**config.mk**
```make
export PLATFORM = sky130hd
export DESIGN_NAME = ud_uart_ctl
export DESIGN_NICKNAME = d
export VERILOG_FILES = /design/src/rtl/ud_pkg.sv /design/src/rtl/ud_baud_gen.sv /design/src/rtl/ud_rx_idle.sv /design/src/rtl/ud_uart_ctl.sv
export SDC_FILE = /design/constraint.sdc
export NUM_CORES = 1
export LEC_CHECK = 0
export ABC_AREA = 1
export BUFFER_PORTS_ARGS = -buffer_cell sky130_fd_sc_hd__buf_2
export CAP_MARGIN = 25
export CORE_ASPECT_RATIO = 0.9
export CORE_UTILIZATION = 59
export DETAILED_ROUTE_END_ITERATION = 10
export PLACE_DENSITY = 0.89
export SLEW_MARGIN = 20
export SYNTH_ARGS = -nofsm -noshare
export SYNTH_HDL_FRONTEND = slang
export SYNTH_SLANG_ARGS = --single-unit
```
**constraint.sdc**
```tcl
create_clock -name clk_i -period 2.2 [get_ports clk_i]
set_clock_uncertainty 0.2 [all_clocks]
set_input_delay 0.22 -clock clk_i [delete_from_list [all_inputs] [get_ports clk_i]]
set_output_delay 0.22 -clock clk_i [all_outputs]
set_load 0.05 [all_outputs]
```
**src/rtl/ud_pkg.sv**
```systemverilog
package ud_pkg;

	// ****************************************
	// register addresses on the parallel bus
	// ****************************************
	localparam logic [2:0] A_THR_DLL = 3'h0;
	localparam logic [2:0] A_IER_DLH = 3'h1;
	localparam logic [2:0] A_FCR_EFR = 3'h2;
	localparam logic [2:0] A_LCR     = 3'h3;
	localparam logic [2:0] A_MCR     = 3'h4;
	localparam logic [2:0] A_LSR     = 3'h5;
	localparam logic [2:0] A_STAT    = 3'h7;

	// ****************************************
	// field positions
	// ****************************************
	localparam int unsigned IER_SLEEP = 4;
	localparam int unsigned EFR_ENH   = 4;
	localparam int unsigned LCR_BRK   = 6;
	localparam int unsigned LCR_DLAB  = 7;
	localparam int unsigned FCR_EN    = 0;
	localparam int unsigned FCR_DMA   = 3;
	localparam int unsigned MCR_PRE   = 7;

	// ****************************************
	// reset values and constants
	// ****************************************
	localparam logic [7:0] LCR_RST     = 8'h1D;
	localparam logic [7:0] REG_RST     = 8'h00;
	localparam logic [7:0] LCR_EFR_KEY = 8'hBF;
	localparam logic [5:0] IDLE_BASE   = 6'h20;
	localparam logic [3:0] MID_PHASE   = 4'h7;
	localparam logic [1:0] PRE_LAST    = 2'h3;

	// ****************************************
	// types
	// ****************************************
	typedef enum logic [1:0] {
		SLP_AWAKE  = 2'b01,
		SLP_ASLEEP = 2'b10
	} ud_slp_e;

	typedef struct packed {
		logic       rx;
		logic [3:0] mdm;
		logic [7:0] d;
		logic [2:0] a;
		logic       cs_b;
		logic       rd_b;
		logic       wr_b;
	} ud_pins_s;

	typedef struct packed {
		logic [6:0] tx_free;
		logic [6:0] tx_trig;
		logic       tx_full;
		logic       tx_empty;
		logic       tsr_empty;
		logic [6:0] rx_count;
		logic [6:0] rx_trig;
		logic       rx_timeout;
		logic       rx_err;
		logic       irq_other;
	} ud_fifo_s;

endpackage : ud_pkg

```
**src/rtl/ud_baud_gen.sv**
```systemverilog
`timescale 1ns/1ps
`default_nettype none
module ud_baud_gen
	import ud_pkg::*;
(
	input  wire logic        clk_i,     // system clock
	input  wire logic        rst_b_i,   // sync reset, low
	input  wire logic        run_i,     // clock allowed (awake)
	input  wire logic        pre4_i,    // divide input by 4
	input  wire logic [15:0] divisor_i, // programmed divisor
	input  wire logic        load_i,    // reload request
	output logic             tick16_o,  // 16x baud pulse
	output logic             loaded_o   // reload done pulse
);
	typedef struct packed {
		logic [1:0]  pre;
		logic [15:0] cnt;
		logic        tick;
		logic        ack;
	} ud_bg_s;

	ud_bg_s q;
	ud_bg_s next_q;
	logic   pen;

	// ****************************************
	// prescaler and down counter
	// ****************************************
	// a zero divisor never ticks, which parks the whole channel
	always_comb begin
		next_q = q;
		next_q.tick = 1'b0;
		next_q.ack = 1'b0;
		pen = !pre4_i || (q.pre == PRE_LAST);
		if (load_i) begin
			next_q.cnt = divisor_i;
			next_q.pre = 2'h0;
			next_q.ack = 1'b1;
		end else if (run_i && divisor_i != 16'h0000) begin
			if (pre4_i) begin
				next_q.pre = q.pre + 2'h1;
			end
			if (pen) begin
				if (q.cnt <= 16'h0001) begin
					next_q.cnt = divisor_i;
					next_q.tick = 1'b1;
				end else begin
					next_q.cnt = q.cnt - 16'h0001;
				end
			end
		end
	end

	always_ff @(posedge clk_i) begin
		if (!rst_b_i) begin
			q <= '0;
		end else begin
			q <= next_q;
		end
	end

	assign tick16_o = q.tick;
	assign loaded_o = q.ack;

	chk_zero_div_silent: assert property (@(posedge clk_i) disable iff (!rst_b_i)
		(divisor_i == 16'h0000)[*2] |-> !tick16_o)
		else $error("baud tick with zero divisor");

	chk_div_one_rate: assert property (@(posedge clk_i) disable iff (!rst_b_i)
		(run_i && !pre4_i && !load_i && divisor_i == 16'h0001)[*3] |-> tick16_o)
		else $error("divisor one must tick every cycle");

endmodule : ud_baud_gen
`default_nettype wire

```
**src/rtl/ud_rx_idle.sv**
```systemverilog
`timescale 1ns/1ps
`default_nettype none
module ud_rx_idle
	import ud_pkg::*;
(
	input  wire logic       clk_i,    // system clock
	input  wire logic       rst_b_i,  // sync reset, low
	input  wire logic       tick16_i, // 16x baud pulse
	input  wire logic       rx_i,     // synchronised serial in
	input  wire logic [1:0] wlen_i,   // word length code
	output logic            idle_o    // line idle level
);
	typedef struct packed {
		logic [3:0] phase;
		logic [5:0] bits;
		logic       idle;
	} ud_idle_s;

	ud_idle_s   q;
	ud_idle_s   next_q;
	logic [5:0] limit;

	// ****************************************
	// mid-bit sampling and high-bit count
	// ****************************************
	// free-running phase; a low sample anywhere restarts the count
	always_comb begin
		next_q = q;
		limit = IDLE_BASE + {2'b00, wlen_i, 2'b00};
		if (tick16_i) begin
			next_q.phase = q.phase + 4'h1;
			if (q.phase == MID_PHASE) begin
				if (!rx_i) begin
					next_q.bits = 6'h00;
				end else if (q.bits != 6'h3F) begin
					next_q.bits = q.bits + 6'h01;
				end
			end
		end
		next_q.idle = (next_q.bits >= limit);
	end

	always_ff @(posedge clk_i) begin
		if (!rst_b_i) begin
			q <= '0;
		end else begin
			q <= next_q;
		end
	end

	assign idle_o = q.idle;

	chk_idle_low_clear: assert property (@(posedge clk_i) disable iff (!rst_b_i)
		(tick16_i && q.phase == MID_PHASE && !rx_i) |=> !idle_o)
		else $error("idle held after low sample");

endmodule : ud_rx_idle
`default_nettype wire

```
**src/rtl/ud_uart_ctl.sv**
```systemverilog
`timescale 1ns/1ps
`default_nettype none

module ud_uart_ctl
	import ud_pkg::*;
(
	input  wire logic            clk_i,             // 50 MHz clock
	input  wire logic            rst_b_i,           // sync reset, low
	input  wire logic            cs_b_i,            // chip select pin, low
	input  wire logic            rd_b_i,            // read strobe pin, low
	input  wire logic            wr_b_i,            // write strobe pin, low
	input  wire logic [2:0]      a_i,               // register address pins
	input  wire logic [7:0]      d_i,               // data bus in
	output logic      [7:0]      d_o,               // data bus out
	output logic                 d_oe_o,            // data bus drive enable
	output logic                 bus_wait_o,        // wait state, high
	input  wire logic            rx_i,              // serial input pin
	input  wire logic [3:0]      modem_i,           // modem input pins
	input  wire logic            tx_data_i,         // transmitter serial bit
	output logic                 tx_serial_o,       // serial output pin
	input  wire ud_pkg::ud_fifo_s fifo_i,           // fifo status, same clock
	output logic                 thr_write_o,       // transmit holding write pulse
	output logic      [7:0]      thr_data_o,        // transmit holding data
	output logic                 tx_dma_request_b_o, // tx dma request, low
	output logic                 rx_dma_request_b_o, // rx dma request, low
	output logic                 baud_tick16_o,     // shared 16x tick
	output logic                 uart_clk_en_o,     // uart clock enable
	output logic                 rx_idle_o,         // receive line idle
	output logic                 asleep_o           // sleep state
);
	typedef struct packed {
		ud_pins_s   sy1;
		ud_pins_s   sy2;
		ud_pins_s   prv;
		logic [7:0] interrupt_enable_reg;
		logic [7:0] line_control_reg;
		logic [7:0] fifo_control_reg;
		logic [7:0] modem_control_reg;
		logic [7:0] enhanced_feature_reg;
		logic [7:0] dll;
		logic [7:0] divisor_high_byte;
		logic       txrq;
		logic       rxrq;
		ud_slp_e    slp;
		logic       load;
		logic       wt;
		logic       thr_wr;
		logic [7:0] thr_d;
		logic [7:0] dout;
		logic       txo;
	} ud_top_s;

	ud_top_s    q;
	ud_top_s    next_q;
	ud_pins_s   pins;
	logic       tick16;
	logic       loaded;
	logic       rx_idle;
	logic       wr_edge;
	logic       single;
	logic       allowed;
	logic       quiet;
	logic       wake;
	logic       rx_held;
	logic [7:0] lsr_view;
	logic [7:0] rd_mux;

	// ****************************************
	// pin gathering
	// ****************************************
	assign pins = '{rx: rx_i, mdm: modem_i, d: d_i, a: a_i,
		cs_b: cs_b_i, rd_b: rd_b_i, wr_b: wr_b_i};

	// ****************************************
	// submodules
	// ****************************************
	// one generator feeds both directions, so they cannot drift apart
	ud_baud_gen u_baud (
		.clk_i     (clk_i),
		.rst_b_i   (rst_b_i),
		.run_i     (q.slp == SLP_AWAKE),
		.pre4_i    (q.modem_control_reg[MCR_PRE]),
		.divisor_i ({q.divisor_high_byte, q.dll}),
		.load_i    (q.load),
		.tick16_o  (tick16),
		.loaded_o  (loaded)
	);

	ud_rx_idle u_idle (
		.clk_i    (clk_i),
		.rst_b_i  (rst_b_i),
		.tick16_i (tick16),
		.rx_i     (q.sy2.rx),
		.wlen_i   (q.line_control_reg[1:0]),
		.idle_o   (rx_idle)
	);

	// ****************************************
	// decode helpers
	// ****************************************
	assign wr_edge  = !q.sy2.wr_b && q.prv.wr_b && !q.sy2.cs_b;
	assign single   = !q.fifo_control_reg[FCR_EN] || !q.fifo_control_reg[FCR_DMA];
	assign allowed  = q.enhanced_feature_reg[EFR_ENH] && q.interrupt_enable_reg[IER_SLEEP];
	assign rx_held  = (fifo_i.rx_count != 7'h00);
	assign quiet    = rx_idle && fifo_i.tx_empty && fifo_i.tsr_empty
		&& !fifo_i.irq_other && !rx_held;
	assign wake     = (q.sy2.rx != q.prv.rx) || (q.sy2.mdm != q.prv.mdm)
		|| q.thr_wr;
	assign lsr_view = {fifo_i.rx_err, fifo_i.tx_empty && fifo_i.tsr_empty,
		fifo_i.tx_empty, 4'h0, rx_held};

	// read data selection
	always_comb begin
		unique case (q.sy2.a)
			A_THR_DLL: rd_mux = q.line_control_reg[LCR_DLAB] ? q.dll : 8'h00;
			A_IER_DLH: rd_mux = q.line_control_reg[LCR_DLAB] ? q.divisor_high_byte : q.interrupt_enable_reg;
			A_FCR_EFR: rd_mux = (q.line_control_reg == LCR_EFR_KEY) ? q.enhanced_feature_reg : q.fifo_control_reg;
			A_LCR:     rd_mux = q.line_control_reg;
			A_MCR:     rd_mux = q.modem_control_reg;
			A_LSR:     rd_mux = lsr_view;
			A_STAT:    rd_mux = {5'h00, rx_idle, q.slp == SLP_ASLEEP, single};
			default:   rd_mux = 8'h00;
		endcase
	end

	// ****************************************
	// next state
	// ****************************************
	// strobes and address are only read after two flops
	always_comb begin
		next_q = q;
		next_q.sy1 = pins;
		next_q.sy2 = q.sy1;
		next_q.prv = q.sy2;
		next_q.load = 1'b0;
		next_q.thr_wr = 1'b0;
		next_q.dout = rd_mux;
		if (loaded) begin
			next_q.wt = 1'b0;
		end
		// register writes
		if (wr_edge) begin
			unique case (q.sy2.a)
				A_THR_DLL: begin
					if (q.line_control_reg[LCR_DLAB]) begin
						next_q.dll = q.sy2.d;
						next_q.load = 1'b1;
						next_q.wt = 1'b1;
					end else begin
						next_q.thr_wr = 1'b1;
						next_q.thr_d = q.sy2.d;
					end
				end
				A_IER_DLH: begin
					if (q.line_control_reg[LCR_DLAB]) begin
						next_q.divisor_high_byte = q.sy2.d;
						next_q.load = 1'b1;
						next_q.wt = 1'b1;
					end else begin
						next_q.interrupt_enable_reg = q.sy2.d;
					end
				end
				A_FCR_EFR: begin
					if (q.line_control_reg == LCR_EFR_KEY) begin
						next_q.enhanced_feature_reg = q.sy2.d;
					end else begin
						next_q.fifo_control_reg = q.sy2.d;
					end
				end
				A_LCR:   next_q.line_control_reg = q.sy2.d;
				A_MCR:   next_q.modem_control_reg = q.sy2.d;
				default: next_q.line_control_reg = q.line_control_reg;
			endcase
		end
		// transmit dma request
		if (single) begin
			next_q.txrq = fifo_i.tx_empty;
		end else if (fifo_i.tx_full) begin
			next_q.txrq = 1'b0;
		end else if (fifo_i.tx_free >= fifo_i.tx_trig) begin
			next_q.txrq = 1'b1;
		end
		// receive dma request; empty or error outranks a new trigger
		if (single) begin
			next_q.rxrq = rx_held;
		end else if (!rx_held || fifo_i.rx_err) begin
			next_q.rxrq = 1'b0;
		end else if (fifo_i.rx_count >= fifo_i.rx_trig || fifo_i.rx_timeout) begin
			next_q.rxrq = 1'b1;
		end
		// sleep control; losing the enable also wakes the part
		unique case (q.slp)
			SLP_AWAKE: begin
				if (allowed && quiet && !wake) begin
					next_q.slp = SLP_ASLEEP;
				end
			end
			SLP_ASLEEP: begin
				if (wake || !allowed) begin
					next_q.slp = SLP_AWAKE;
				end
			end
		endcase
		// break forces the line low regardless of the transmitter
		next_q.txo = q.line_control_reg[LCR_BRK] ? 1'b0 : tx_data_i;
	end

	// ****************************************
	// state register
	// ****************************************
	// divisor bytes ride through reset; the MCR prescale bit does not, so the baud rate survives only with prescale off
	always_ff @(posedge clk_i) begin
		if (!rst_b_i) begin
			q <= '{sy1: '1, sy2: '1, prv: '1, interrupt_enable_reg: REG_RST, line_control_reg: LCR_RST,
				fifo_control_reg: REG_RST, modem_control_reg: REG_RST, enhanced_feature_reg: REG_RST, dll: q.dll, divisor_high_byte: q.divisor_high_byte,
				txrq: 1'b1, rxrq: 1'b0, slp: SLP_AWAKE, load: 1'b0, wt: 1'b0,
				thr_wr: 1'b0, thr_d: 8'h00, dout: 8'h00, txo: 1'b1};
		end else begin
			q <= next_q;
		end
	end

	// ****************************************
	// outputs
	// ****************************************
	assign d_o                = q.dout;
	assign d_oe_o             = !q.sy2.cs_b && !q.sy2.rd_b;
	assign bus_wait_o         = q.wt;
	assign tx_serial_o        = q.txo;
	assign thr_write_o        = q.thr_wr;
	assign thr_data_o         = q.thr_d;
	assign tx_dma_request_b_o = !q.txrq;
	assign rx_dma_request_b_o = !q.rxrq;
	assign baud_tick16_o      = tick16;
	assign uart_clk_en_o      = (q.slp == SLP_AWAKE);
	assign rx_idle_o          = rx_idle;
	assign asleep_o           = (q.slp == SLP_ASLEEP);

	// ****************************************
	// checks
	// ****************************************
	chk_tx_single_req: assert property (@(posedge clk_i) disable iff (!rst_b_i)
		(single && !fifo_i.tx_empty) |=> tx_dma_request_b_o)
		else $error("tx request active with loaded transmitter");

	chk_rx_single_req: assert property (@(posedge clk_i) disable iff (!rst_b_i)
		(single && rx_held) |=> !rx_dma_request_b_o)
		else $error("rx request idle with data held");

	chk_tx_block_full: assert property (@(posedge clk_i) disable iff (!rst_b_i)
		(!single && fifo_i.tx_full) |=> tx_dma_request_b_o)
		else $error("tx request active with full fifo");

	chk_rx_block_err: assert property (@(posedge clk_i) disable iff (!rst_b_i)
		(!single && fifo_i.rx_err) |=> rx_dma_request_b_o)
		else $error("rx request active with fifo error");

	chk_sleep_enable: assert property (@(posedge clk_i) disable iff (!rst_b_i)
		$rose(asleep_o) |-> $past(allowed))
		else $error("sleep entered without enable");

	chk_sleep_rx_data: assert property (@(posedge clk_i) disable iff (!rst_b_i)
		(!asleep_o && rx_held) |=> !asleep_o)
		else $error("sleep entered with receive data");

	chk_sleep_no_tick: assert property (@(posedge clk_i) disable iff (!rst_b_i)
		asleep_o[*2] |-> !baud_tick16_o && !uart_clk_en_o)
		else $error("clocks running while asleep");

	chk_break_low: assert property (@(posedge clk_i) disable iff (!rst_b_i)
		q.line_control_reg[LCR_BRK] |=> !tx_serial_o)
		else $error("break not driving line low");

	chk_div_wait: assert property (@(posedge clk_i) disable iff (!rst_b_i)
		(wr_edge && q.line_control_reg[LCR_DLAB] && q.sy2.a == A_THR_DLL) |=> bus_wait_o ##1 bus_wait_o
		##1 !bus_wait_o)
		else $error("divisor write wait mis-timed");

endmodule : ud_uart_ctl
`default_nettype wire

```
# Word-level counts from Yosys, hierarchy flattened
# Index checks and enable logic that the tools add are counted.
[op_classes]
eq_ne = 16
mux = 30
order_cmp = 4
n_bitwise = 5
n_reduce_logical = 54
addsub = 5
[op_table]
columns = ["op", "count"]
rows = [
  ["one-hot mux 8 bit (7 select lines)", 1],
  ["2-to-1 mux 17 bit", 2],
  ["2-to-1 mux 16 bit", 2],
  ["2-to-1 mux 6 bit", 4],
  ["2-to-1 mux 8 bit", 3],
  ["2-to-1 mux 9 bit", 2],
  ["AND reduction 3 bit", 6],
  ["less-or-equal comparator 16 x 1 -> 1 bit, second input constant", 1],
  ["nonzero test 16 bit", 1],
  ["subtractor 16 x 1 -> 16 bit, second input constant", 1],
  [">= comparator 7 bit", 2],
  ["logical AND 1 bit", 12],
  ["logical NOT 1 bit", 12],
  ["2-to-1 mux 1 bit", 11],
  ["2-to-1 mux 10 bit", 1],
  ["AND reduction 2 bit", 5],
  ["equality test 3 bit, second input constant", 3],
  ["equality test 8 bit, second input constant", 1],
  ["AND reduction 4 bit", 2],
  ["logical OR 1 bit", 7],
  ["nonzero test 7 bit", 1],
  ["adder 6 x 1 -> 6 bit, second input constant", 1],
  ["adder 6 x 4 -> 6 bit, first input constant", 1],
  ["equality test 3 x 2 -> 1 bit, second input constant", 2],
  ["20 further kinds", 30],
]
[word_totals]
word_cells = 154
regBits = 155
output_inout_bits = 26
input_bits = 56

# Depth between registers and ports, before layout
# Gate-level depths: netlist (run 1).
[depth]
ltp_word = 8
ltp_mapped = 13
depth_no_buf = 12

# By module
# Synthesis (run 1) repeated with hierarchy kept, for this count alone.
[hier_totals]
hier_cells = 1048
area_unflattened_um2 = 7607.3
[by_module_without_submodules]
columns = ["module", "instances", "area_per_inst_um2", "cells_each", "seq_area_each_um2"]
rows = [
  ["ud_uart_ctl", 1, 5258.8, 653, 2642.5],
  ["ud_baud_gen", 1, 1706.6, 303, 400.4],
  ["ud_rx_idle", 1, 641.9, 92, 220.2],
]

# Worst setup path before layout (run 1)
# Ideal clock, no wire load.
[synth_path]
path_type = "reg-to-reg"
startpoint = "register u_baud.q (netlist bit u_baud.tick16_o)"
endpoint = "register u_idle.q (netlist bit u_idle.idle_o)"
required_ns = 1.882
setup_time_ns = 0.118
setup_slack_ns = 0.116
n_path_buf = 0
arrival_ns = 1.766
synth_period_minus_slack_ns = 2.084
path_stages_with_launch = 12
cell_sequence = "dfxtp_1 -> nand2_1 -> nor2_1 -> nand2_1 -> nor2_1 -> nand2_1 -> nand2_1 -> ha_1 -> inv_1 -> o21bai_1 -> a21oi_1 -> a21oi_1"
[synth_rtl]
columns = ["element", "line_no", "text"]
rows = [
  ["start, declared", "ud_baud_gen.sv:22", "ud_bg_s q;"],
  ["start signal, assigned", "ud_baud_gen.sv:58", "q <= next_q;"],
  ["end signal, assigned", "ud_rx_idle.sv:47", "q <= next_q;"],
  ["end, declared", "ud_rx_idle.sv:19", "ud_idle_s q;"],
]

# Worst setup path in the final report (run 1)
[layout_path]
startpoint = "input fifo_i[16] (netlist bit)"
endpoint = "register q[22] (netlist bit)"
[layout_via]
elab_chain_cells = 5
word_cells_on_any_way = 8
classes_between = "order compare: 1; mux: 2; reduce/logical: 5"
[layout_rtl]
columns = ["element", "line_no", "text"]
rows = [
  ["start, declared", "ud_uart_ctl.sv:21", "input wire ud_pkg::ud_fifo_s fifo_i,"],
  ["branches (longest 5 deep; another with >= comparator 7 bit)", "--", ""],
  ["end signal, assigned", "ud_uart_ctl.sv:214", "q <= '{sy1: '1, sy2: '1, prv: '1, interrupt_enable_reg: REG_RST, line_control_reg: LCR_RST,"],
  ["end signal, assigned", "ud_uart_ctl.sv:219", "q <= next_q;"],
  ["end, declared", "ud_uart_ctl.sv:53", "ud_top_s q;"],
]
# Parallel ways; which one is timed is not known.
# A chain may end at the register's enable or synchronous reset.

==> qor.yml, run 1 <==
design.core.area_um2: 12000
grt_pass1_vias: 6373
synth.ff_latch_count: 155
async_reset_ff_share_pct: 0
placement.setup.worst_slack_ps: 116
cp_startpoint_kind: "primary input"
routability_driven_placement_congestion_ratio: 0.982
dieWidth_um: 119
via_count: 6798
maxClockFrequency_mhz: 471
mappedNetlistArea_um2: 7300
place_inst: 1198
synthesized_area_per_cell_um2: 7.37
root_buffer: "sky130_fd_sc_hd__clkbuf_16"
io_pins: 82
critical_path_class: "in -> reg"
htree_levels: 4
worstPathRequired_ps: 2310
antenna_cells_inserted: 0
cts_tree: "built"
core.rowCount: 38
critical-path-slowest-cell: "sky130_fd_sc_hd__dlygate4sd3_1"
cts_made_buffers: 17
drt_pass1_iterations: 7
final_period_minus_worst_setup_slack_ps: 2120
place_area_um2: 7710
power_density_nw_per_um2: 948
synthToLayoutAreaGrowth_pct: 17.8
min-delay-path-class: "in -> reg"
vias_per_cell: 5.40
max-slew-margin-rel_pct: 61.9
die_ht_um: 107
path_max_fanout: 3
setup_viol: 0
clock_insertion_delay_worst_skew_ps: 430
postSynth.topFlopCell: "sky130_fd_sc_hd__dfxtp_1"
tritoncts_num_sinks: 155
net_count_after_synthesis: 1067
tns_ps: 0
crit-reg2reg-launch: "u_idle.q[2]"
num-fill-cells: 900
critPathMaxStageDelay_ps: 570
grt_antenna_before_repair: 0
ys_types: 45
area_of_the_multi_input_gates_um2: 3330
overflow: 0
post_drt_wl_per_cell_um: 15.1
max_cap_violations: 0
irDropWorstVdd_v: 0.000800
post-route-cell-area_um2: 8600
finalCritPeriodShare_pct: 96.6
instances_no_fill: 1258
drt.antenna.violating_nets: 0
cts_max_path_buffers: 2
rsz0062_at_grt: "no"
syn_inst: 990
final_layout_size_suffix_gt1_share_pct: 18.4
hpwl_um: 12700
ff_latch_area_um2: 3270
arrival_ps: 2240
post-route-worst-setup-slack_ps: 75.5
transition_at_the_pin_with_the_smallest_max_transition_slack_ps: 571
buffer_ports.inserted: 81
most_frequent_cells_in_the_layout: "sky130_fd_sc_hd__nand2_1 (186), sky130_fd_sc_hd__nor2_1 (156), sky130_fd_sc_hd__dfxtp_1 (137), sky130_fd_sc_hd__inv_1 (111), sky130_fd_sc_hd__buf_2 (81)"
outcome: "complete, no violations"
detail_route.wirelength_um: 19000
crit_path_cells: "dlygate4sd3_1 -> buf_2 -> ha_1 -> nand2_1 -> nor2_2 -> nand2_1 -> nand4_1 -> o21ai_0 -> dlygate4sd3_1 -> a21oi_1"
worstSetupEndpointType: "flip-flop"
leakage_nw: 3.91
route.detailed.drc: 0
synthesis.yosys.warnings: 0
final_hold_vio_count: 0
floorplan.initialDensity_pct: 60.7
wire_length_of_the_first_global_routing_pass_um: 30600
gr-usage-all-layers_pct: 30.9
min-delay-start: "fifo_i[10]"
design.die.area_um2: 12800
synth_edf_count: 16
slew_violations: 0
design.final.nets: 1162
most_common_cell_after_layout_fill_and_taps_aside: "sky130_fd_sc_hd__nand2_1"
grt_start_max_net_pins: 65
detailedRoute.firstIterationViolations: 803
worst_setup_path_startpoint: "fifo_i[16]"
path_clk_slew_ps: 60
share_of_synthesized_area_occupied_by_flip_flops_and_latches_pct: 44.7
registers in the layout, summed over array words and instances, names as in the netlist:
register and flops:
bus_wait_o 1, d_o 8, next_q 38, q 67, thr_data_o 8, thr_write_o 1, tx_serial_o 1, u_baud.loaded_o 1
u_baud.q 18, u_baud.tick16_o 1, u_idle.idle_o 1, u_idle.q 10
through the flow:
step | power (mW) | hold slack (ps) | util, %
3_5_place_dp | 5.24 | 197 | 64.1
6_report | 8.15 | 27.7 | 71.5
2_1_floorplan | 4.84 | 123 | -
4_1_cts | 8.12 | 5.77 | 71.3
3_3_place_gp | 5.18 | 193 | 64.1
5_1_grt | 8.60 | 85.0 | 71.5
final timing paths:
check	depth (start not counted)	endpoint	slack, ps
max	10	q[22]	80
min	5	q[22]	30
max reg2reg	10	u_idle.idle_o	160
min reg2reg	1	next_q[80]	210
area by class of cell:
class	instances	area share, %
clock inverters	13	1.50
inverters	123	5.37
well taps	160	2.33
flip-flops and latches	155	38.0
multi-input cells	670	38.8
clock buffers	19	5.27
repair buffers	118	8.76
power by group:
group	switching [mW]	internal, mW	total [mW]	leakage (nW)
clock	1.24	1.65	2.89	0.289
combinational	1.23	0.765	2.00	2.34
sequential	0.227	3.03	3.26	1.28
critical path: cells and delay by family:
family / cells / cell delay (ps)
compound gates: 2 / 240
fa+ha+maj: 1 / 300
buf+inv: 3 / 1230
simple gates: 4 / 240
synthesized netlist by cell type (2+ instances only):
library cell / n / area, um2
sky130_fd_sc_hd__or2_2: 40 / 250
sky130_fd_sc_hd__buf_6: 3 / 33.8
sky130_fd_sc_hd__edfxtp_1: 16 / 480
sky130_fd_sc_hd__buf_2: 5 / 25.0
sky130_fd_sc_hd__a31oi_1: 2 / 12.5
sky130_fd_sc_hd__inv_1: 111 / 417
sky130_fd_sc_hd__dfxtp_1: 139 / 2780
sky130_fd_sc_hd__nor2_4: 4 / 45.0
sky130_fd_sc_hd__nand3_1: 64 / 320
sky130_fd_sc_hd__o21ai_1: 6 / 30.0
sky130_fd_sc_hd__nand3b_1: 4 / 30.0
sky130_fd_sc_hd__nor2_2: 5 / 31.3
sky130_fd_sc_hd__o22ai_1: 3 / 18.8
sky130_fd_sc_hd__xnor2_1: 3 / 26.3
sky130_fd_sc_hd__nand2_2: 2 / 12.5
sky130_fd_sc_hd__o211ai_1: 3 / 22.5
sky130_fd_sc_hd__nand2_1: 188 / 706
sky130_fd_sc_hd__inv_2: 10 / 37.5
sky130_fd_sc_hd__xor2_1: 5 / 43.8
sky130_fd_sc_hd__clkinv_1: 2 / 7.51
sky130_fd_sc_hd__or2_0: 2 / 12.5
sky130_fd_sc_hd__nand4_1: 7 / 43.8
sky130_fd_sc_hd__nand3_2: 3 / 30.0
sky130_fd_sc_hd__nor4_1: 2 / 12.5
sky130_fd_sc_hd__nor3_1: 11 / 55.1
sky130_fd_sc_hd__o21ai_0: 70 / 350
sky130_fd_sc_hd__clkbuf_1: 15 / 56.3
sky130_fd_sc_hd__ha_1: 21 / 263
sky130_fd_sc_hd__nor2_1: 158 / 593
sky130_fd_sc_hd__a21oi_1: 53 / 265
sky130_fd_sc_hd__buf_4: 19 / 143
timing repair:
action / CTS / global route
setup endpoints to repair: 0 / 8
gates resized for setup: 0 / 10
hold endpoints to repair: 25 / 0
buffers inserted: 0 / 0
hold buffers: 28 / 0
kinds of logic after synthesis:
group	count (synthesis)	synth area share (%)
AO/OA/AOI/OAI	143	10.2
XOR/XNOR	8	0.960
adder cells (fa/ha/maj)	21	3.60
buffers and inverters	165	9.86
flip-flops	155	44.7
AND/OR/NAND/NOR	498	30.6
per-layer routing:
layer	global-route usage [%]	part of all wire, %	vias to the layer above
met3	6.46	7.9	40
met4	13.4	3.0	0
met1	37.5	41	3100
met5	0	0	-
met2	53.1	48	333
li1	-	-	3325
No activity file was read; power rests on OpenSTA's default activity.
==> run 2: changes to the inputs <==
--- a/config.mk
+++ b/config.mk
@@ -8,7 +8,6 @@
 export ABC_AREA = 1
 export BUFFER_PORTS_ARGS = -buffer_cell sky130_fd_sc_hd__buf_2
 export CAP_MARGIN = 25
-export CORE_ASPECT_RATIO = 0.9
 export CORE_UTILIZATION = 59
 export DETAILED_ROUTE_END_ITERATION = 10
 export PLACE_DENSITY = 0.89
==> constraint.sdc (replaced) <==
create_clock -name clk_i -period 2.2 [get_ports clk_i]
set_clock_uncertainty 0.2 [all_clocks]
set_input_delay 0 -clock clk_i [delete_from_list [all_inputs] [get_ports clk_i]]
set_output_delay 0 -clock clk_i [all_outputs]
set_load 0.05 [all_outputs]
==> run 2 against run 1 <==
Compared with the run above: global-route usage up 1.2 points; final cell count down 0.48%; non-clock buffer count grew 8; critical path depth grew 2; sequential power about the same; wire length rose by 1.7%; fmax rose by 1.7%; die area barely moved; via count rose by 0.65%; total power about the same; sequential share of layout area down 0.21 points; critical path type is now reg -> reg.
==> qor.yml, run 2 (synthesized netlist as in run 1, its figures left out) <==
max-slew-margin-rel_pct: 61.5  # was 61.9%
detail_route.wirelength_um: 19400  # was 19000 um
via_count: 6842  # was 6798
clock_insertion_delay_worst_skew_ps: 430  # about the same
wire_length_of_the_first_global_routing_pass_um: 31800  # was 30600 um
most_frequent_cells_in_the_layout: "sky130_fd_sc_hd__nand2_1 (187), sky130_fd_sc_hd__nor2_1 (158), sky130_fd_sc_hd__dfxtp_1 (139), sky130_fd_sc_hd__inv_1 (111), sky130_fd_sc_hd__buf_2 (81)"  # was sky130_fd_sc_hd__nand2_1 (186), sky130_fd_sc_hd__nor2_1 (156), sky130_fd_sc_hd__dfxtp_1 (137), sky130_fd_sc_hd__inv_1 (111), sky130_fd_sc_hd__buf_2 (81)
htree_levels: 4  # unchanged
crit-reg2reg-launch: "u_idle.q[7]"  # was u_idle.q[2]
ff_latch_area_um2: 3260  # was 3270 um2
hpwl_um: 12600  # was 12700 um
die_ht_um: 113  # was 107 um
min-delay-path-class: "in -> reg"  # unchanged
max_reg_flops: 67  # unchanged
regMostFlops: "q"  # unchanged
core.rowCount: 40  # was 38
setup_viol: 0  # unchanged
vias_per_cell: 5.46  # was 5.40
cts_tree: "built"  # unchanged
cts_made_buffers: 17  # unchanged
design.die.area_um2: 12800  # about the same
min-delay-start: "modem_i[3]"  # was fifo_i[10]
cts_max_path_buffers: 2  # unchanged
slew_violations: 0  # unchanged
finalCritPeriodShare_pct: 94.9  # was 96.6%
worstPathRequired_ps: 2310  # about the same
rsz0062_at_grt: "no"  # unchanged
grt_start_max_net_pins: 65  # unchanged
gr-usage-all-layers_pct: 32.2  # was 30.9%
floorplan.initialDensity_pct: 60.7  # about the same
io_pins: 82  # unchanged
power_density_nw_per_um2: 943  # was 948 nW/um2
transition_at_the_pin_with_the_smallest_max_transition_slack_ps: 577  # was 571 ps
place_area_um2: 7690  # was 7710 um2
routability_driven_placement_congestion_ratio: 0.951  # was 0.982
maxClockFrequency_mhz: 479  # was 471 MHz
dieWidth_um: 113  # was 119 um
post_drt_wl_per_cell_um: 15.5  # was 15.1 um
path_clk_slew_ps: 60  # about the same
route.detailed.drc: 0  # unchanged
outcome: "complete, no violations"  # unchanged
irDropWorstVdd_v: 0.000797  # was 0.000800 V
detailedRoute.firstIterationViolations: 639  # was 803
antenna_cells_inserted: 0  # unchanged
path_max_fanout: 5  # was 3
drt.antenna.violating_nets: 0  # unchanged
grt_pass1_vias: 6707  # was 6373
arrival_ps: 2200  # was 2240 ps
leakage_nw: 3.93  # was 3.91 nW
area_of_the_multi_input_gates_um2: 3320  # was 3330 um2
critical_path_class: "reg -> reg"  # was in -> reg
final_period_minus_worst_setup_slack_ps: 2090  # was 2120 ps
grt_antenna_before_repair: 0  # unchanged
most_common_cell_after_layout_fill_and_taps_aside: "sky130_fd_sc_hd__nand2_1"  # unchanged
synthToLayoutAreaGrowth_pct: 18.4  # was 17.8%
num-fill-cells: 898  # was 900
tritoncts_num_sinks: 155  # unchanged
post-route-cell-area_um2: 8640  # was 8600 um2
final_hold_vio_count: 0  # unchanged
cp_startpoint_kind: "flip-flop"  # was primary input
buffer_ports.inserted: 81  # unchanged
overflow: 0  # unchanged
design.core.area_um2: 12000  # about the same
design.final.nets: 1170  # was 1162
root_buffer: "sky130_fd_sc_hd__clkbuf_16"  # unchanged
drt_pass1_iterations: 8  # was 7
tns_ps: 0  # unchanged
max_cap_violations: 0  # unchanged
cts.repair_timing.setup_buffer_count: 0  # unchanged
final_layout_size_suffix_gt1_share_pct: 17.5  # was 18.4%
worst_setup_path_startpoint: "u_idle.q[7]"  # was fifo_i[16]
layout_utilization_pct: 71.9  # was 71.5%
worstSetupEndpointType: "flip-flop"  # unchanged
run 2: report_power, final:
part | internal (mW) | switching (mW) | leakage [nW]
Clock | 1.67 | 1.19 | 0.278
Combinational | 0.775 | 1.25 | 2.38
Sequential | 3.03 | 0.220 | 1.27
Total | 5.48 | 2.66 | 3.93
run 2: worst paths after layout:
check	to	slack, ps	depth (start not counted)
worst min register to register	next_q[85]	220	1
worst max register to register	u_idle.idle_o	110	12
worst max-delay path	u_idle.idle_o	110	12
worst min-delay path	next_q[116]	100	3
run 2: metrics by stage:
stage / worst slack [ps] / instances / total power [mW] / hold WS (ps)
CTS: 85.5 / 1252 / 8.11 / 82.5
floorplan: 116 / 990 / 4.84 / -96.9
global route: 1.77 / 1252 / 8.61 / 104
finish: 112 / 1252 / 8.14 / 99.9
detailed placement: 134 / 1184 / 5.24 / -12.4
global placement: 222 / 1184 / 5.21 / -15.6
run 2: worst max-delay path, cell delays in order (launching register included):
cell and delay, ps:
sky130_fd_sc_hd__dfxtp_1 350, sky130_fd_sc_hd__ha_1 170, sky130_fd_sc_hd__nand2_1 50, sky130_fd_sc_hd__nor2_1 120, sky130_fd_sc_hd__nand2_1 170, sky130_fd_sc_hd__nor2_1 160
sky130_fd_sc_hd__nand2_1 80, sky130_fd_sc_hd__nand2_1 70, sky130_fd_sc_hd__ha_1 240, sky130_fd_sc_hd__inv_1 70, sky130_fd_sc_hd__o21bai_1 60, sky130_fd_sc_hd__a21oi_1 130
sky130_fd_sc_hd__a21oi_1 90
run 2: what timing repair did:
item	in CTS	in global routing
gates resized for setup	0	3
setup endpoints to repair	0	10
hold endpoints to repair	57	0
hold buffers	37	0
run 2: layer usage:
layer | vias to the layer above | track usage [%] | wire length (um)
met5 | - | 0 | 0
met4 | 0 | 18.1 | 871
met3 | 74 | 8.09 | 1490
met2 | 314 | 55.7 | 9450
met1 | 3113 | 36.2 | 7570
li1 | 3341 | - | -
run 2: cell type report:
class                   instances  area share [%]
clock inverters                13            1.64
well taps                     147            2.13
inverters                     123            5.34
clock buffers                  18            4.97
repair buffers                126            9.68
multi-input cells             670            38.5
flip-flops and latches        155            37.8
==> run 3: changes to the inputs <==
==> constraint.sdc (replaced) <==
create_clock -name clk_i -period 1.97 [get_ports clk_i]
set_clock_uncertainty 0.2 [all_clocks]
set_input_delay 0 -clock clk_i [delete_from_list [all_inputs] [get_ports clk_i]]
set_output_delay 0 -clock clk_i [all_outputs]
set_load 0.05 [all_outputs]
==> run 3 against run 2 <==
Compared with the run above: the flow now finishes with violations (negative setup slack); via count increased by 6.7%; die area unchanged; largest cell class unchanged; final cell count increased by 2.1%; total power increased by 18%; global-route usage increased by 2.4 points; clock power increased by 22%.
==> qor.yml, run 3 (synthesized netlist as in run 1, its figures left out) <==
drt_pass1_iterations: 5  # was 8
post-route-worst-setup-slack_ps: -43.0  # was 112 ps
route.detailed.drc: 0  # unchanged
min-delay-path-class: "in -> reg"  # unchanged
critical_path_class: "reg -> reg"  # unchanged
num-fill-cells: 771  # was 898
internal_power_mw: 6.52  # was 5.48 mW
htree_levels: 4  # unchanged
routability_driven_placement_congestion_ratio: 1.00  # was 0.951
final_hold_vio_count: 0  # unchanged
antenna_cells_inserted: 0  # unchanged
clkPwrFrac_pct: 36.4  # was 35.1%
grt_pass1_vias: 6952  # was 6707
most_frequent_cells_in_the_layout: "sky130_fd_sc_hd__nand2_1 (183), sky130_fd_sc_hd__nor2_1 (152), sky130_fd_sc_hd__dfxtp_1 (132), sky130_fd_sc_hd__inv_1 (107), sky130_fd_sc_hd__buf_2 (81)"  # was sky130_fd_sc_hd__nand2_1 (187), sky130_fd_sc_hd__nor2_1 (158), sky130_fd_sc_hd__dfxtp_1 (139), sky130_fd_sc_hd__inv_1 (111), sky130_fd_sc_hd__buf_2 (81)
net-switching-power_mw: 3.09  # was 2.66 mW
part_of_the_power_in_registers_pct: 37.6  # was 40.0%
arrival_ps: 2180  # was 2200 ps
design.die.area_um2: 12800  # unchanged
root_buffer: "sky130_fd_sc_hd__clkbuf_16"  # unchanged
hpwl_um: 13100  # was 12600 um
design.core.area_um2: 12000  # unchanged
io_pins: 82  # unchanged
tns_ps: -43.0  # was 0 ps
layout_utilization_pct: 75.3  # was 71.9%
max-slew-margin-rel_pct: 55.5  # was 61.5%
vias_per_cell: 5.71  # was 5.46
gr-usage-all-layers_pct: 34.6  # was 32.2%
instances_no_fill: 1278  # was 1252
most_common_cell_after_layout_fill_and_taps_aside: "sky130_fd_sc_hd__nand2_1"  # unchanged
transition_at_the_pin_with_the_smallest_max_transition_slack_ps: 668  # was 577 ps
combinationalPowerShare_pct: 26.0  # was 24.9%
post_drt_wl_per_cell_um: 17.6  # was 15.5 um
tritoncts_num_sinks: 155  # unchanged
floorplan.initialDensity_pct: 60.7  # unchanged
overflow: 0  # unchanged
final_period_minus_worst_setup_slack_ps: 2010  # was 2090 ps
max_reg_flops: 67  # unchanged
place_inst: 1206  # was 1184
p_sw_share_pct: 32.1  # was 32.7%
finalHoldWorstSlack_ps: 28.5  # was 99.9 ps
drt.antenna.violating_nets: 0  # unchanged
slew_violations: 0  # unchanged
leakage_nw: 4.09  # was 3.93 nW
maxClockFrequency_mhz: 497  # was 479 MHz
detailedRoute.firstIterationViolations: 766  # was 639
detail_route.wirelength_um: 22500  # was 19400 um
power_density_nw_per_um2: 1060  # was 943 nW/um2
max_cap_violations: 0  # unchanged
failed_checks: "negative setup slack"
final_layout_size_suffix_gt1_share_pct: 22.2  # was 17.5%
finalCritPeriodShare_pct: 102  # was 94.9%
regMostFlops: "q"  # unchanged
synthToLayoutAreaGrowth_pct: 24.0  # was 18.4%
worstPathRequired_ps: 2130  # was 2310 ps
cts_tree: "built"  # unchanged
via_count: 7299  # was 6842
design.final.nets: 1195  # was 1170
dieWidth_um: 113  # unchanged
cts_max_path_buffers: 2  # unchanged
irDropWorstVdd_v: 0.000743  # was 0.000797 V
rsz0062_at_grt: "yes"  # was no
grt_antenna_before_repair: 0  # unchanged
grt_start_max_net_pins: 71  # was 65
path_clk_slew_ps: 60  # about the same
core.rowCount: 40  # unchanged
worstSetupEndpointType: "flip-flop"  # unchanged
clock_insertion_delay_worst_skew_ps: 430  # about the same
die_ht_um: 113  # unchanged
setup_viol: 1  # was 0
wire_length_of_the_first_global_routing_pass_um: 34000  # was 31800 um
placement.setup.worst_slack_ps: -38.8  # was 134 ps
path_max_fanout: 4  # was 5
cp_startpoint_kind: "flip-flop"  # unchanged
outcome: "complete, but fails checks"  # was complete, no violations
buffer_ports.inserted: 81  # unchanged
cts_made_buffers: 17  # unchanged
[run 3: cell count changes in the layout (fill, tap and decap cells not counted), sizes merged]
cell / delta
clkinvlp: -1
dlygate4sd3: -3
bufinv: +1
clkinv: +2
dlymetal6s4s: +1
clkbuf: +2
buf: +27
inv: -3
[run 3: through the flow]
step / power (mW) / instance area, um2
3_3_place_gp: 5.87 / 7850
4_1_cts: 9.43 / 8880
3_5_place_dp: 5.92 / 7850
6_report: 9.61 / 9050
5_1_grt: 10.1 / 9050
2_1_floorplan: 5.40 / 7300
[run 3: critical path: stages, from the launching register on]
cell and delay, ps:
sky130_fd_sc_hd__dfxtp_4 360, sky130_fd_sc_hd__ha_4 180, sky130_fd_sc_hd__nand2_1 110, sky130_fd_sc_hd__inv_1 70
sky130_fd_sc_hd__o21ai_0 230, sky130_fd_sc_hd__a22oi_1 130, sky130_fd_sc_hd__ha_1 230, sky130_fd_sc_hd__o21bai_1 230
sky130_fd_sc_hd__a21oi_1 70, sky130_fd_sc_hd__a21oi_1 130
[run 3: final cells by class]
type	count	area, um2	area share [%]
sequential	155	3270	36.2
inverter	123	468	5.17
clock inverter	12	159	1.76
timing repair buffer	151	1020	11.3
tap	147	184	2.03
clock buffer	20	478	5.28
multi-input combinational	670	3460	38.2
[run 3: final timing paths]
check                   to        start  cells after the start  slack, ps
min reg2reg     next_q[95]  next_q[114]                      1        220
min                  q[23]   fifo_i[33]                      5         30
max          u_idle.idle_o  u_idle.q[1]                      9        -40
max reg2reg  u_idle.idle_o  u_idle.q[1]                      9        -40
[run 3: per-layer routing]
metal	share of wire (%)	global-route usage [%]
met1	37	39.0
met2	49	60.2
met3	8.2	6.43
met4	6.2	22.4
met5	0	0
[run 3: power by group through the flow]
stage | combinational (mW) | clock [mW] | sequential [mW]
5_1_grt | 2.81 | 3.61 | 3.63
6_report | 2.50 | 3.50 | 3.61
3_3_place_gp | 2.21 | 0 | 3.66
4_1_cts | 2.37 | 3.47 | 3.60
2_1_floorplan | 1.77 | 0 | 3.63
3_5_place_dp | 2.26 | 0 | 3.66
[run 3: what timing repair did]
item	in CTS	in global routing
pin swaps	0	11
setup endpoints to repair	2	32
setup buffers	0	5
gates resized for setup	9	35
endpoints found under the hold margin	36	1
hold buffers	36	1
